==> config.mk <==
export PLATFORM = sky130hd
export DESIGN_NAME = gpio_pad_bank
export DESIGN_NICKNAME = d
export VERILOG_FILES = /design/src/shared/gpio_pkg.sv /design/src/rtl/gpio_pad_bank.sv /design/src/rtl/pin_sync.sv
export SDC_FILE = /design/constraint.sdc
export NUM_CORES = 1
export LEC_CHECK = 0
export BUFFER_PORTS_ARGS = -buffer_cell sky130_fd_sc_hd__buf_4
export CORE_MARGIN = 2
export CORE_UTILIZATION = 50
export DETAILED_ROUTE_END_ITERATION = 7
export GPL_TIMING_DRIVEN = 0
export PLACE_DENSITY = 0.83
export SETUP_SLACK_MARGIN = 0.02
export SYNTH_ARGS = -nofsm -noshare
export SYNTH_HDL_FRONTEND = slang
export SYNTH_HIERARCHICAL = 1
export SYNTH_SLANG_ARGS = --single-unit
==> constraint.sdc <==
create_clock -name i_clk -period 2.8 [get_ports i_clk]
set_clock_uncertainty 0.1 [all_clocks]
set_input_delay 0.14 -clock i_clk [delete_from_list [all_inputs] [get_ports i_clk]]
set_output_delay 0.14 -clock i_clk [all_outputs]
set_load 0.05 [all_outputs]
==> src/shared/gpio_pkg.sv <==
// Shared constants, pad map and mode encoding for the pad bank
package gpio_pkg;
   // Pad count and mode selection
   localparam int          NUM_PADS_DEF = 22;
   localparam int          MODE_W       = 2;
   typedef enum logic [MODE_W-1:0] {
      MODE_IN  = 2'h0,
      MODE_OUT = 2'h1,
      MODE_ALT = 2'h2
   } mode_t;

   // Pad positions (zero based) of the pads with alternate functions
   localparam int          PAD_MUTE     = 2;
   localparam int          PAD_AMP      = 3;
   localparam int          PAD_TX       = 4;
   localparam int          PAD_ALARM    = 5;
   localparam int          PAD_TONE     = 6;
   localparam int          PAD_SLEEP    = 7;
   localparam int          PAD_VIBE     = 10;
   localparam int          PAD_CALL     = 11;
   localparam int          PAD_BOOT     = 12;
   localparam int          PAD_MIN      = 13;

   // Square wave timing: one tick per TICK_NS, half period in ticks
   localparam int          CLK_NS       = 40;
   localparam int          TICK_NS      = 100000;
   localparam int          TICK_CYCLES  = (TICK_NS + CLK_NS - 1) / CLK_NS;
   localparam int          TICK_W       = 12;
   localparam int          HALF_W       = 8;
   localparam int          NUM_WAVES    = 2;
   localparam int          WAVE_TONE    = 0;
   localparam int          WAVE_VIBE    = 1;

   // Reset values
   localparam logic        SYNC_IDLE    = 1'b1;
   localparam logic        ALARM_RST    = 1'b0;
endpackage

==> src/rtl/gpio_pad_bank.sv <==
// General purpose pad bank with alternate pad functions
// Summary of operation
// - Each pad: input, output or alternate function
// - Input pad reads back sampled pad level
// - Output pad takes writes, reads driven level
// - Alternate pad ignores host reads and writes
// - Reset to input; powered off drives low, except alarm pad in alternate mode
// - Output pads drive push-pull, both levels
// - Mute pad high while no audio sent
// - Amplifier enable only while voice present
// - Transmit pad follows radio transmit state
// - Alarm rises at start, held until clear
// - Tone pad drives requested square wave
// - Power saving switches off both square waves, amplifier enable and call key
// - Sleep request or receive low enters saving
// - Vibrator pad drives square wave like tone
// - Call key press with earphone places call
// - Active pad high only after boot done
`timescale 1ns/1ns
module gpio_pad_bank #(
   parameter int NUM_PADS = gpio_pkg::NUM_PADS_DEF
) (
   // Clock and reset
   input  wire logic                           i_clk,
   input  wire logic                           i_rst_b,
   // Host configuration and access
   input  wire logic [gpio_pkg::MODE_W*NUM_PADS-1:0] i_pad_mode,
   input  wire logic [NUM_PADS-1:0]            i_wr_mask,
   input  wire logic [NUM_PADS-1:0]            i_wr_level,
   output logic      [NUM_PADS-1:0]            o_pad_value,
   // Pads
   input  wire logic [NUM_PADS-1:0]            i_pad_in,
   output logic      [NUM_PADS-1:0]            o_pad_out,
   output logic      [NUM_PADS-1:0]            o_pad_oe,
   // Module state from firmware
   input  wire logic                           i_power_on,
   input  wire logic                           i_boot_done,
   input  wire logic                           i_audio_active,
   input  wire logic                           i_voice_present,
   input  wire logic                           i_radio_tx,
   input  wire logic                           i_earphone_in,
   // Alarm events
   input  wire logic                           i_alarm_start,
   input  wire logic                           i_alarm_clear,
   // Square wave requests, tone first, vibrator second
   input  wire logic [gpio_pkg::NUM_WAVES-1:0] i_wave_on,
   input  wire logic [gpio_pkg::HALF_W-1:0]    i_tone_half,
   input  wire logic [gpio_pkg::HALF_W-1:0]    i_vibe_half,
   // Serial receive line (pin)
   input  wire logic                           i_uart_rx,
   // Results to firmware
   output logic                                o_power_save,
   output logic                                o_call_press
);
   import gpio_pkg::*;

   if (NUM_PADS < PAD_MIN) begin : g_bad_pads
      $error("NUM_PADS too small for the alternate pad map");
   end
   if (TICK_CYCLES >= (1 << TICK_W)) begin : g_bad_tick
      $error("TICK_W too narrow for the tick divider");
   end

   typedef struct packed {
      logic [NUM_PADS-1:0]               out_level;
      logic [NUM_PADS-1:0]               pad_out;
      logic [NUM_PADS-1:0]               pad_oe;
      logic [NUM_PADS-1:0]               pad_value;
      logic                              alarm;
      logic [TICK_W-1:0]                 tick_cnt;
      logic                              tick;
      logic [NUM_WAVES-1:0][HALF_W-1:0]  wave_cnt;
      logic [NUM_WAVES-1:0]              wave_lvl;
      logic                              power_save;
      logic                              key_prev;
      logic                              call_press;
   } state_t;

   localparam logic [TICK_W-1:0] TICK_LAST = TICK_W'(TICK_CYCLES - 1);

   state_t              st;
   state_t              next_st;
   logic [NUM_PADS:0]   sync_raw;
   logic [NUM_PADS:0]   sync_out;
   logic [NUM_PADS-1:0] pin_s;
   logic                rx_s;
   logic [NUM_PADS-1:0] alt_val;
   logic [NUM_PADS-1:0] alt_drv;
   logic                sleep_req;
   logic [HALF_W-1:0]   half [NUM_WAVES];
   mode_t               pmode [NUM_PADS];

   // Pads and receive line all cross through one synchroniser
   assign sync_raw = {i_uart_rx, i_pad_in};

   pin_sync #(
      .W        (NUM_PADS + 1)
   ) u_sync (
      .i_clk    (i_clk),
      .i_rst_b  (i_rst_b),
      .i_async  (sync_raw),
      .o_stable (sync_out)
   );

   assign pin_s = sync_out[NUM_PADS-1:0];
   assign rx_s  = sync_out[NUM_PADS];

   always_comb begin
      for (int i = 0; i < NUM_PADS; i++) begin
         pmode[i] = mode_t'(i_pad_mode[MODE_W*i +: MODE_W]);
      end
      half[WAVE_TONE] = i_tone_half;
      half[WAVE_VIBE] = i_vibe_half;
   end

   // Host sleep request is active low; receive low acts the same
   assign sleep_req = ((pmode[PAD_SLEEP] == MODE_ALT) && !pin_s[PAD_SLEEP])
                      || !rx_s;

   // Values and drive flags of the alternate functions
   always_comb begin
      alt_val            = '0;
      alt_drv            = '0;
      alt_drv[PAD_MUTE]  = 1'b1;
      alt_val[PAD_MUTE]  = !i_audio_active;
      alt_drv[PAD_AMP]   = 1'b1;
      alt_val[PAD_AMP]   = i_voice_present && !st.power_save;
      alt_drv[PAD_TX]    = 1'b1;
      alt_val[PAD_TX]    = i_radio_tx;
      alt_drv[PAD_ALARM] = 1'b1;
      alt_val[PAD_ALARM] = st.alarm;
      alt_drv[PAD_TONE]  = 1'b1;
      alt_val[PAD_TONE]  = st.wave_lvl[WAVE_TONE];
      alt_drv[PAD_VIBE]  = 1'b1;
      alt_val[PAD_VIBE]  = st.wave_lvl[WAVE_VIBE];
      alt_drv[PAD_BOOT]  = 1'b1;
      alt_val[PAD_BOOT]  = i_boot_done;
   end

   always_comb begin
      next_st      = st;
      next_st.tick = 1'b0;

      // Tick divider paces both square waves
      if (st.tick_cnt == TICK_LAST) begin
         next_st.tick_cnt = '0;
         next_st.tick     = 1'b1;
      end else begin
         next_st.tick_cnt = st.tick_cnt + TICK_W'(1);
      end

      // Start wins over a clear in the same cycle
      if (i_alarm_start) begin
         next_st.alarm = 1'b1;
      end else if (i_alarm_clear) begin
         next_st.alarm = 1'b0;
      end

      next_st.power_save = sleep_req && i_power_on;

      // Waves stop in power saving; half period 0 runs as 1
      for (int w = 0; w < NUM_WAVES; w++) begin
         if (!i_wave_on[w] || st.power_save || !i_power_on) begin
            next_st.wave_cnt[w] = '0;
            next_st.wave_lvl[w] = 1'b0;
         end else if (st.tick) begin
            if (st.wave_cnt[w] + HALF_W'(1) >= half[w]) begin
               next_st.wave_cnt[w] = '0;
               next_st.wave_lvl[w] = !st.wave_lvl[w];
            end else begin
               next_st.wave_cnt[w] = st.wave_cnt[w] + HALF_W'(1);
            end
         end
      end

      // Falling edge of the key is a press
      next_st.key_prev   = pin_s[PAD_CALL];
      next_st.call_press = (pmode[PAD_CALL] == MODE_ALT) && i_earphone_in
                           && st.key_prev && !pin_s[PAD_CALL]
                           && i_power_on && !st.power_save;

      for (int i = 0; i < NUM_PADS; i++) begin
         unique case (pmode[i])
            MODE_OUT: begin
               if (i_wr_mask[i]) begin
                  next_st.out_level[i] = i_wr_level[i];
               end
               next_st.pad_oe[i]    = 1'b1;
               next_st.pad_out[i]   = next_st.out_level[i];
               next_st.pad_value[i] = next_st.out_level[i];
            end
            MODE_ALT: begin
               next_st.pad_oe[i]    = alt_drv[i];
               next_st.pad_out[i]   = alt_val[i] && alt_drv[i];
               next_st.pad_value[i] = 1'b0;
            end
            MODE_IN: begin
               next_st.pad_oe[i]    = 1'b0;
               next_st.pad_out[i]   = 1'b0;
               next_st.pad_value[i] = pin_s[i];
            end
            default: begin
               next_st.pad_oe[i]    = 1'b0;
               next_st.pad_out[i]   = 1'b0;
               next_st.pad_value[i] = pin_s[i];
            end
         endcase

         // Powered off: every pad low, alarm keeps waking the host
         if (!i_power_on && !(i == PAD_ALARM && pmode[i] == MODE_ALT)) begin
            next_st.pad_oe[i]  = 1'b1;
            next_st.pad_out[i] = 1'b0;
         end
      end
   end

   always_ff @(posedge i_clk) begin
      if (!i_rst_b) begin
         st       <= '0;
         st.alarm <= ALARM_RST;
      end else begin
         st <= next_st;
      end
   end

   assign o_pad_out    = st.pad_out;
   assign o_pad_oe     = st.pad_oe;
   assign o_pad_value  = st.pad_value;
   assign o_power_save = st.power_save;
   assign o_call_press = st.call_press;

   property p_reset_input;
      @(posedge i_clk) $rose(i_rst_b) |-> (o_pad_oe == '0);
   endproperty
   a_reset_input: assert property (p_reset_input)
      else $error("Pads not all inputs after reset");

   property p_off_low;
      @(posedge i_clk) disable iff (!i_rst_b)
      !i_power_on |=> o_pad_oe[PAD_MUTE] && !o_pad_out[PAD_MUTE];
   endproperty
   a_off_low: assert property (p_off_low)
      else $error("Pad not driven low while powered off");

   property p_out_write;
      @(posedge i_clk) disable iff (!i_rst_b)
      (pmode[0] == MODE_OUT && i_power_on && i_wr_mask[0])
      |=> o_pad_oe[0] && o_pad_out[0] == $past(i_wr_level[0])
          && o_pad_value[0] == $past(i_wr_level[0]);
   endproperty
   a_out_write: assert property (p_out_write)
      else $error("Output write not driven or read back");

   property p_in_read;
      @(posedge i_clk) disable iff (!i_rst_b)
      (pmode[0] == MODE_IN && i_power_on)
      |=> !o_pad_oe[0] && o_pad_value[0] == $past(pin_s[0]);
   endproperty
   a_in_read: assert property (p_in_read)
      else $error("Input pad read does not match pad level");

   property p_alt_ignore;
      @(posedge i_clk) disable iff (!i_rst_b)
      (pmode[PAD_MUTE] == MODE_ALT && i_wr_mask[PAD_MUTE])
      |=> !o_pad_value[PAD_MUTE] && $stable(st.out_level[PAD_MUTE]);
   endproperty
   a_alt_ignore: assert property (p_alt_ignore)
      else $error("Alternate pad reacted to host access");

   property p_tx_follow;
      @(posedge i_clk) disable iff (!i_rst_b)
      (pmode[PAD_TX] == MODE_ALT && i_power_on)
      |=> o_pad_out[PAD_TX] == $past(i_radio_tx);
   endproperty
   a_tx_follow: assert property (p_tx_follow)
      else $error("Transmit pad does not follow radio state");

   property p_alarm_hold;
      @(posedge i_clk) disable iff (!i_rst_b)
      i_alarm_start ##1 (!i_alarm_clear [*3]) |=> st.alarm;
   endproperty
   a_alarm_hold: assert property (p_alarm_hold)
      else $error("Alarm dropped without a clear");

   property p_sleep_enter;
      @(posedge i_clk) disable iff (!i_rst_b)
      (!rx_s && i_power_on) |=> o_power_save;
   endproperty
   a_sleep_enter: assert property (p_sleep_enter)
      else $error("Receive low did not enter power saving");

   property p_call_key;
      @(posedge i_clk) disable iff (!i_rst_b)
      o_call_press |-> $past(i_earphone_in) && !$past(pin_s[PAD_CALL]);
   endproperty
   a_call_key: assert property (p_call_key)
      else $error("Call press without earphone or key press");

   property p_boot_pad;
      @(posedge i_clk) disable iff (!i_rst_b)
      (pmode[PAD_BOOT] == MODE_ALT && i_power_on)
      |=> o_pad_out[PAD_BOOT] == $past(i_boot_done);
   endproperty
   a_boot_pad: assert property (p_boot_pad)
      else $error("Active pad does not follow boot done");

   property p_wave_tick;
      @(posedge i_clk) disable iff (!i_rst_b)
      (st.wave_lvl[WAVE_TONE] != $past(st.wave_lvl[WAVE_TONE]))
      && $past(st.wave_lvl[WAVE_TONE] == 1'b0)
      |-> $past(st.tick);
   endproperty
   a_wave_tick: assert property (p_wave_tick)
      else $error("Tone edge away from a tick");

   c_call: cover property (@(posedge i_clk) o_call_press);
   c_sleep: cover property (@(posedge i_clk) $rose(o_power_save));
   c_tone: cover property (@(posedge i_clk) $rose(st.wave_lvl[WAVE_TONE]));
   c_alarm: cover property (@(posedge i_clk) $fell(st.alarm));
endmodule

==> src/rtl/pin_sync.sv <==
// Three-stage input synchroniser with agreement filter
`timescale 1ns/1ns
module pin_sync #(
   parameter int W = 1
) (
   // Clock and reset
   input  wire logic         i_clk,
   input  wire logic         i_rst_b,
   // Asynchronous inputs and settled result
   input  wire logic [W-1:0] i_async,
   output logic      [W-1:0] o_stable
);
   import gpio_pkg::*;

   typedef struct packed {
      logic [W-1:0] s1;
      logic [W-1:0] s2;
      logic [W-1:0] s3;
      logic [W-1:0] stable;
   } sync_t;

   sync_t st;
   sync_t next_st;

   // First stage is read only by the second, against metastability
   always_comb begin
      next_st    = st;
      next_st.s1 = i_async;
      next_st.s2 = st.s1;
      next_st.s3 = st.s2;
      for (int i = 0; i < W; i++) begin
         if (st.s2[i] == st.s3[i]) begin
            next_st.stable[i] = st.s3[i];
         end
      end
   end

   always_ff @(posedge i_clk) begin
      if (!i_rst_b) begin
         st <= {(4 * W){SYNC_IDLE}};
      end else begin
         st <= next_st;
      end
   end

   assign o_stable = st.stable;
endmodule

==> results of run 1 <==
==> where the power goes <==
part | leakage, nW | internal, mW | switching [mW]
clock | 0.387 | 1.91 | 1.18
sequential | 1.76 | 3.17 | 0.0446
combinational | 3.58 | 0.506 | 0.512
total | 5.73 | 5.58 | 1.73
==> area by class of cell <==
cell class              instances  area [um^2]
plain buffers                 114          779
clock buffers                  29          648
clock inverters                11          135
fillers                      1128         4520
inverters                      71          267
multi-input cells             533         3350
flip-flops and latches        215         4300
well taps                     225          282
repair buffers                334         2840
==> worst paths after layout <==
check,from,end,slack (ns)
hold / removal,i_pad_mode[17],o_pad_value[8],0.01
hold reg to reg,u_sync/next_st[52],u_sync/next_st[29],0.30
setup / recovery,st[5],st[12],0.24
setup reg to reg,st[5],st[12],0.24
==> kinds of logic (layout without fill, tap and decap cells) <==
| kind of cell | Yosys count | in the layout |
|---|---|---|
| xor+xnor | 20 | 20 |
| compound gates | 158 | 158 |
| mux | 22 | 22 |
| fa+ha+maj | 50 | 50 |
| flops | 215 | 215 |
| buf+inv | 185 | 559 |
| simple gates | 283 | 283 |
==> repair_timing <==
item / CTS / global route
hold buffers: 126 / 0
endpoints found under the hold margin: 153 / 0
endpoints found under the setup margin: 0 / 12
gates resized for setup: 0 / 1
setup buffers: 0 / 4
==> cell usage after synthesis (10+ instances only) <==
cell type  instances
nand3_1           11
nand2b_1          80
a21oi_1          104
nor2_1           102
nand2_1           59
clkbuf_1          13
inv_1             70
buf_4             90
a32o_1            10
buf_2             11
ha_1              50
dfxtp_1          215
o21ai_0           26
mux2_2            22
xor2_1            12
==> critical path, stage by stage (launching register included) <==
cell	delay, ns
dfxtp_1	0.40
nand3_1	0.21
nor3_1	0.27
xor2_1	0.27
ha_1	0.30
a21oi_1	0.15
o21ai_1	0.13
a211oi_4	0.33
buf_4	0.19
a32o_1	0.15
==> layer usage <==
metal | up-vias | routed length, um
li1 | 3679 | -
met5 | - | 0
met4 | 0 | 1270
met1 | 3496 | 9190
met3 | 93 | 1230
met2 | 266 | 12200
==> per-stage QoR <==
stage / cells / util, %
global route: 1532 / 73.6
finish: 1532 / 73.6
CTS: 1528 / 73.3
global placement: 1362 / 61.4
floorplan: 933 / -
detailed placement: 1362 / 61.4
==> sequential cells by signal (all words and copies together), names as in the netlist <==
name,flops
alt_val,3
o_call_press,1
o_pad_oe,22
o_pad_out,22
o_pad_value,22
o_power_save,1
st,52
u_sync/next_st,46
u_sync/o_stable,23
u_sync/st,23
==> run_results.csv, run 1 <==
group,metric,value,unit
outcome,status,"finished, final reports clean",
synthesis,ys_ff_latch,215,
synthesis,synthMuxAreaShare,2.85,%
timing,whs,0.0115,ns
floorplan,die_area,0.0185,mm^2
synthesis,syn_inst,933,
cts,path_clk_slew,0.06,ns
synthesis,synthArstFlopShare,0,%
placement,port_buffers,204,
synthesis,yosysWarnings,6,
placement,placed_area,0.0105,mm^2
synthesis,synth-edff-count,0,
global_routing,grt_pass1_vias,7702,
floorplan,io_pins,207,
global_routing,grt_use_met3,4.14,%
placement,place_hpwl,14.9,mm
timing,min_period,2.56,ns
cts,cts.sinks,215,
pwr,p_leak,5.73,nW
critical_path,path_max_fanout,7,
routing,drt_iter0_drc,328,
timing,finalHoldViolCount,0,
routing,first_pass_iters,5,
global_routing,grt_first_pass_wirelength,36.7,mm
global_routing,overflow,0,
pwr,finalPower,7.32,mW
global_routing,grt_use_total,25.2,%
synthesis,ys_seq_area_share,49.5,%
routing,drc,0,
cts,ctsRootBufferMaster,"clkbuf_16",
timing,fmaxAchievable,0.391,GHz
final_layout,drive_above_1_share,29.1,%
synthesis,syn_nets,1122,
critical_path,path_class,"flip-flop to flip-flop",
critical_path,arrival,2.90,ns
routing,routed_wl,23.9,mm
routing,ant_nets,0,
placement,pre_cts_slack,0.217,ns
synthesis,synth_top_family_by_area,"simple AND/OR/NAND/NOR gates",
timing,setup_slack,0.239,ns
timing,report.final.setup_viol,0,
synthesis,post-synth-top-area-cell,"dfxtp_1",
timing,rsz0062_at_grt,"false",
global_routing,grt_util_met2,46.2,%
routing,viasPerCell,4.92,
floorplan,core_area,0.0171,mm^2
global_routing,top_usage_layer,"met2",
floorplan,die_h,136,um
synthesis,synth_xor_area_share,2.02,%
floorplan,die_width,136,um
final_layout,area_delta_synth_final,44.9,%
timing,worst_pin_slew,0.845,ns
min_path,hp-class,"input pin to flip-flop",
routing,routedWlPerCell,15.6,um
placement,gp_congestion,0.825,
timing,slew_viol_final,0,
critical_path,end_kind,"flip-flop",
synthesis,ys_types,37,
global_routing,grt_use_met1,27.7,%
synthesis,syn_avg_cell_area,9.32,um^2
synthesis,synth_fa_ha_area_share,7.20,%
final_layout,antenna_cells,0,
critical_path,cp-start-kind,"flip-flop",
min_path,min_path_cells,5,
synthesis,ys_top_cells_by_area,"dfxtp_1, buf_4, ha_1, a21oi_1, nand2b_1",
final_layout,nets,1480,
routing,vias,7534,
job,drv_cap,0,
timing,tns,0,ns
cts,htreeDepth,1,
pwr,powerDensity,581,mW/mm^2
global_routing,grt_antenna_before_repair,0,
pwr,irDropWorstVdd,0.000451,V
critical_path,required,3.14,ns
final_layout,layout_commonest_cell,"buf_4",
timing,finalCritPeriodShare,91.5,%
cts,clock_latency,0.49,ns
floorplan,initial_core_util,50.8,%
cts,cts_tree,"built",
synthesis,synth-compound-area-share,10.5,%
cts,clk_path_buf_depth,3,
critical_path,reg2regPathDepth,9,
synthesis,netlist_area,0.00869,mm^2
timing,slew_headroom,43.7,%
synthesis,synth-main-ff-cell,"dfxtp_1",
final_layout,layout_common_cells,"buf_4, dfxtp_1, dlygate4sd3_1",
synthesis,synth-simple-area-share,15.9,%
global_routing,grt_start_max_net_pins,15,
final_layout,fin_area,0.0126,mm^2
floorplan,row_count,48,
cts,numCtsBuffers,22,
synthesis,synth_top_area_share,49.5,%
No activity file was read; power rests on OpenSTA's default activity.
==> run 2: changes to the inputs <==
--- a/config.mk
+++ b/config.mk
@@ -14,2 +14,3 @@
 export SETUP_SLACK_MARGIN = 0.02
+export SLEW_MARGIN = 15
 export SYNTH_ARGS = -nofsm -noshare
==> constraint.sdc (replaced) <==
create_clock -name i_clk -period 2.8 [get_ports i_clk]
set_clock_uncertainty 0.1 [all_clocks]
set_input_delay 0.42 -clock i_clk [delete_from_list [all_inputs] [get_ports i_clk]]
set_output_delay 0.42 -clock i_clk [all_outputs]
set_load 0.05 [all_outputs]
==> run_results.csv, run 2 (synthesis results as in run 1) <==
group,metric,value,unit
outcome,status,"finished, final reports clean",
critical_path,arrival,2.89,ns
timing,slew_headroom,44.6,%
floorplan,initial_core_util,50.8,%
timing,min_period,2.55,ns
final_layout,fill_cells,1390,
cts,clk_path_buf_depth,3,
min_path,holdPathEnd,"u_sync/next_st[55]",
global_routing,grt_start_max_net_pins,15,
critical_path,path_cells,"nand3_1, nor3_1, xor2_1, ha_1, a21oi_1, o21ai_1, a211oi_4, buf_4, a32o_1",
floorplan,die_h,136,um
pwr,p_leak,5.25,nW
critical_path,slowest_delay,0.40,ns
global_routing,grt_antenna_before_repair,0,
min_path,min_path_cells,2,
final_layout,largest_register,"st",
routing,vias,6828,
critical_path,reg2reg_to,"st[12]",
timing,rsz0062_at_grt,"false",
placement,gp_congestion,0.825,
final_layout,antenna_cells,0,
critical_path,path_max_fanout,7,
timing,report.final.setup_viol,0,
final_layout,layout_commonest_cell,"buf_4",
critical_path,reg2regPathDepth,9,
final_layout,area_delta_synth_final,31.4,%
final_layout,layout_common_cells,"buf_4, dfxtp_1, a21oi_1",
placement,port_buffers,204,
final_layout,nets,1363,
cts,cts_tree,"built",
routing,first_pass_iters,5,
min_path,hold_path.startpoint,"i_pad_in[9]",
pwr,irDropWorstVdd,0.000428,V
routing,ant_nets,0,
placement,place_hpwl,14.9,mm
global_routing,grt_pass1_vias,6460,
timing,worst_pin_slew,0.831,ns
routing,drc,0,
cts,htreeDepth,1,
critical_path,end_kind,"flip-flop",
cts,clock_latency,0.49,ns
cts,ctsRootBufferMaster,"clkbuf_16",
floorplan,core_area,0.0171,mm^2
final_layout,largest_register_ffs,52,
timing,fmaxAchievable,0.391,GHz
critical_path,cp-start-kind,"flip-flop",
timing,tns,0,ns
global_routing,overflow,0,
cts,numCtsBuffers,22,
routing,drt_iter0_drc,362,
min_path,hp-class,"input pin to flip-flop",
critical_path,path_class,"flip-flop to flip-flop",
cts,cts.sinks,215,
critical_path,rrSetupSlack,0.25,ns
floorplan,io_pins,207,
job,drv_cap,0,
timing,whs,0.0127,ns
routing,routedWlPerCell,14.2,um
global_routing,grt_first_pass_wirelength,31.1,mm
routing,viasPerCell,4.83,
critical_path,required,3.14,ns
floorplan,die_width,136,um
floorplan,row_count,48,
routing,routed_wl,20.2,mm
critical_path,worstReg2RegStart,"st[5]",
floorplan,die_area,0.0185,mm^2
pwr,powerDensity,624,mW/mm^2
timing,finalHoldViolCount,0,
critical_path,slowest_stage,"dfxtp_1",
timing,finalCritPeriodShare,91.2,%
cts,path_clk_slew,0.06,ns
global_routing,grt_use_total,21.3,%
timing,slew_viol_final,0,
final_layout,drive_above_1_share,31.9,%
==> run 2: where the power goes <==
part	leakage [nW]	switching (mW)	internal, mW
registers	1.76	0.0412	3.17
logic	3.09	0.459	0.394
clock network	0.387	1.16	1.91
==> run 2: critical path: cells and delay by family (launching register included) <==
| kind | cells | cell delay (ns) |
|---|---|---|
| AO/OA/AOI/OAI | 4 | 0.76 |
| XOR/XNOR | 1 | 0.27 |
| adder cells (fa/ha/maj) | 1 | 0.30 |
| buffers and inverters | 1 | 0.19 |
| flip-flops | 1 | 0.40 |
| AND/OR/NAND/NOR | 2 | 0.47 |
==> run 2: worst max path at each step <==
stage	start	end	slack [ns]	cells after the start
after floorplan	st[5]	alt_val[6]	0.54	10
after global placement	st[15]	st[16]	0.28	9
after detailed placement	st[5]	st[8]	0.22	9
after CTS	st[5]	st[8]	0.15	9
after global routing	st[5]	st[12]	0.06	9
final	st[5]	st[12]	0.25	9
==> run 2: area by class of cell <==
| type | instances | area [um^2] | area share, % |
|---|---|---|---|
| well taps | 225 | 282 | 2.46 |
| flip-flops and latches | 215 | 4300 | 37.7 |
| multi-input cells | 533 | 3350 | 29.3 |
| clock buffers | 29 | 648 | 5.67 |
| repair buffers | 217 | 1660 | 14.6 |
| inverters | 71 | 267 | 2.33 |
| plain buffers | 114 | 779 | 6.82 |
| clock inverters | 11 | 135 | 1.18 |
==> run 2: routing by layer <==
metal  global-route usage [%]  wire, um
met1                     25.5      8250
met3                     3.24      1030
met4                     7.12       582
met5                        0         0
met2                     38.8     10300
==> run 2: through the flow <==
step	area, um^2	utilization [%]	setup WS, ns	total power, mW	std cells
6_report	11400	66.7	0.245	7.13	1415
5_1_grt	11400	66.7	0.0639	7.40	1415
4_1_cts	11400	66.4	0.155	7.18	1410
3_5_place_dp	10500	61.4	0.217	4.11	1362
3_3_place_gp	10500	61.4	0.284	4.10	1362
2_1_floorplan	8690	-	0.544	3.79	933
==> run 2: what timing repair did <==
item / CTS / global route
setup endpoints to repair: 0 / 12
endpoints found under the hold margin: 8 / 1
resized for setup: 0 / 1
hold buffers: 8 / 1
setup buffers: 0 / 4
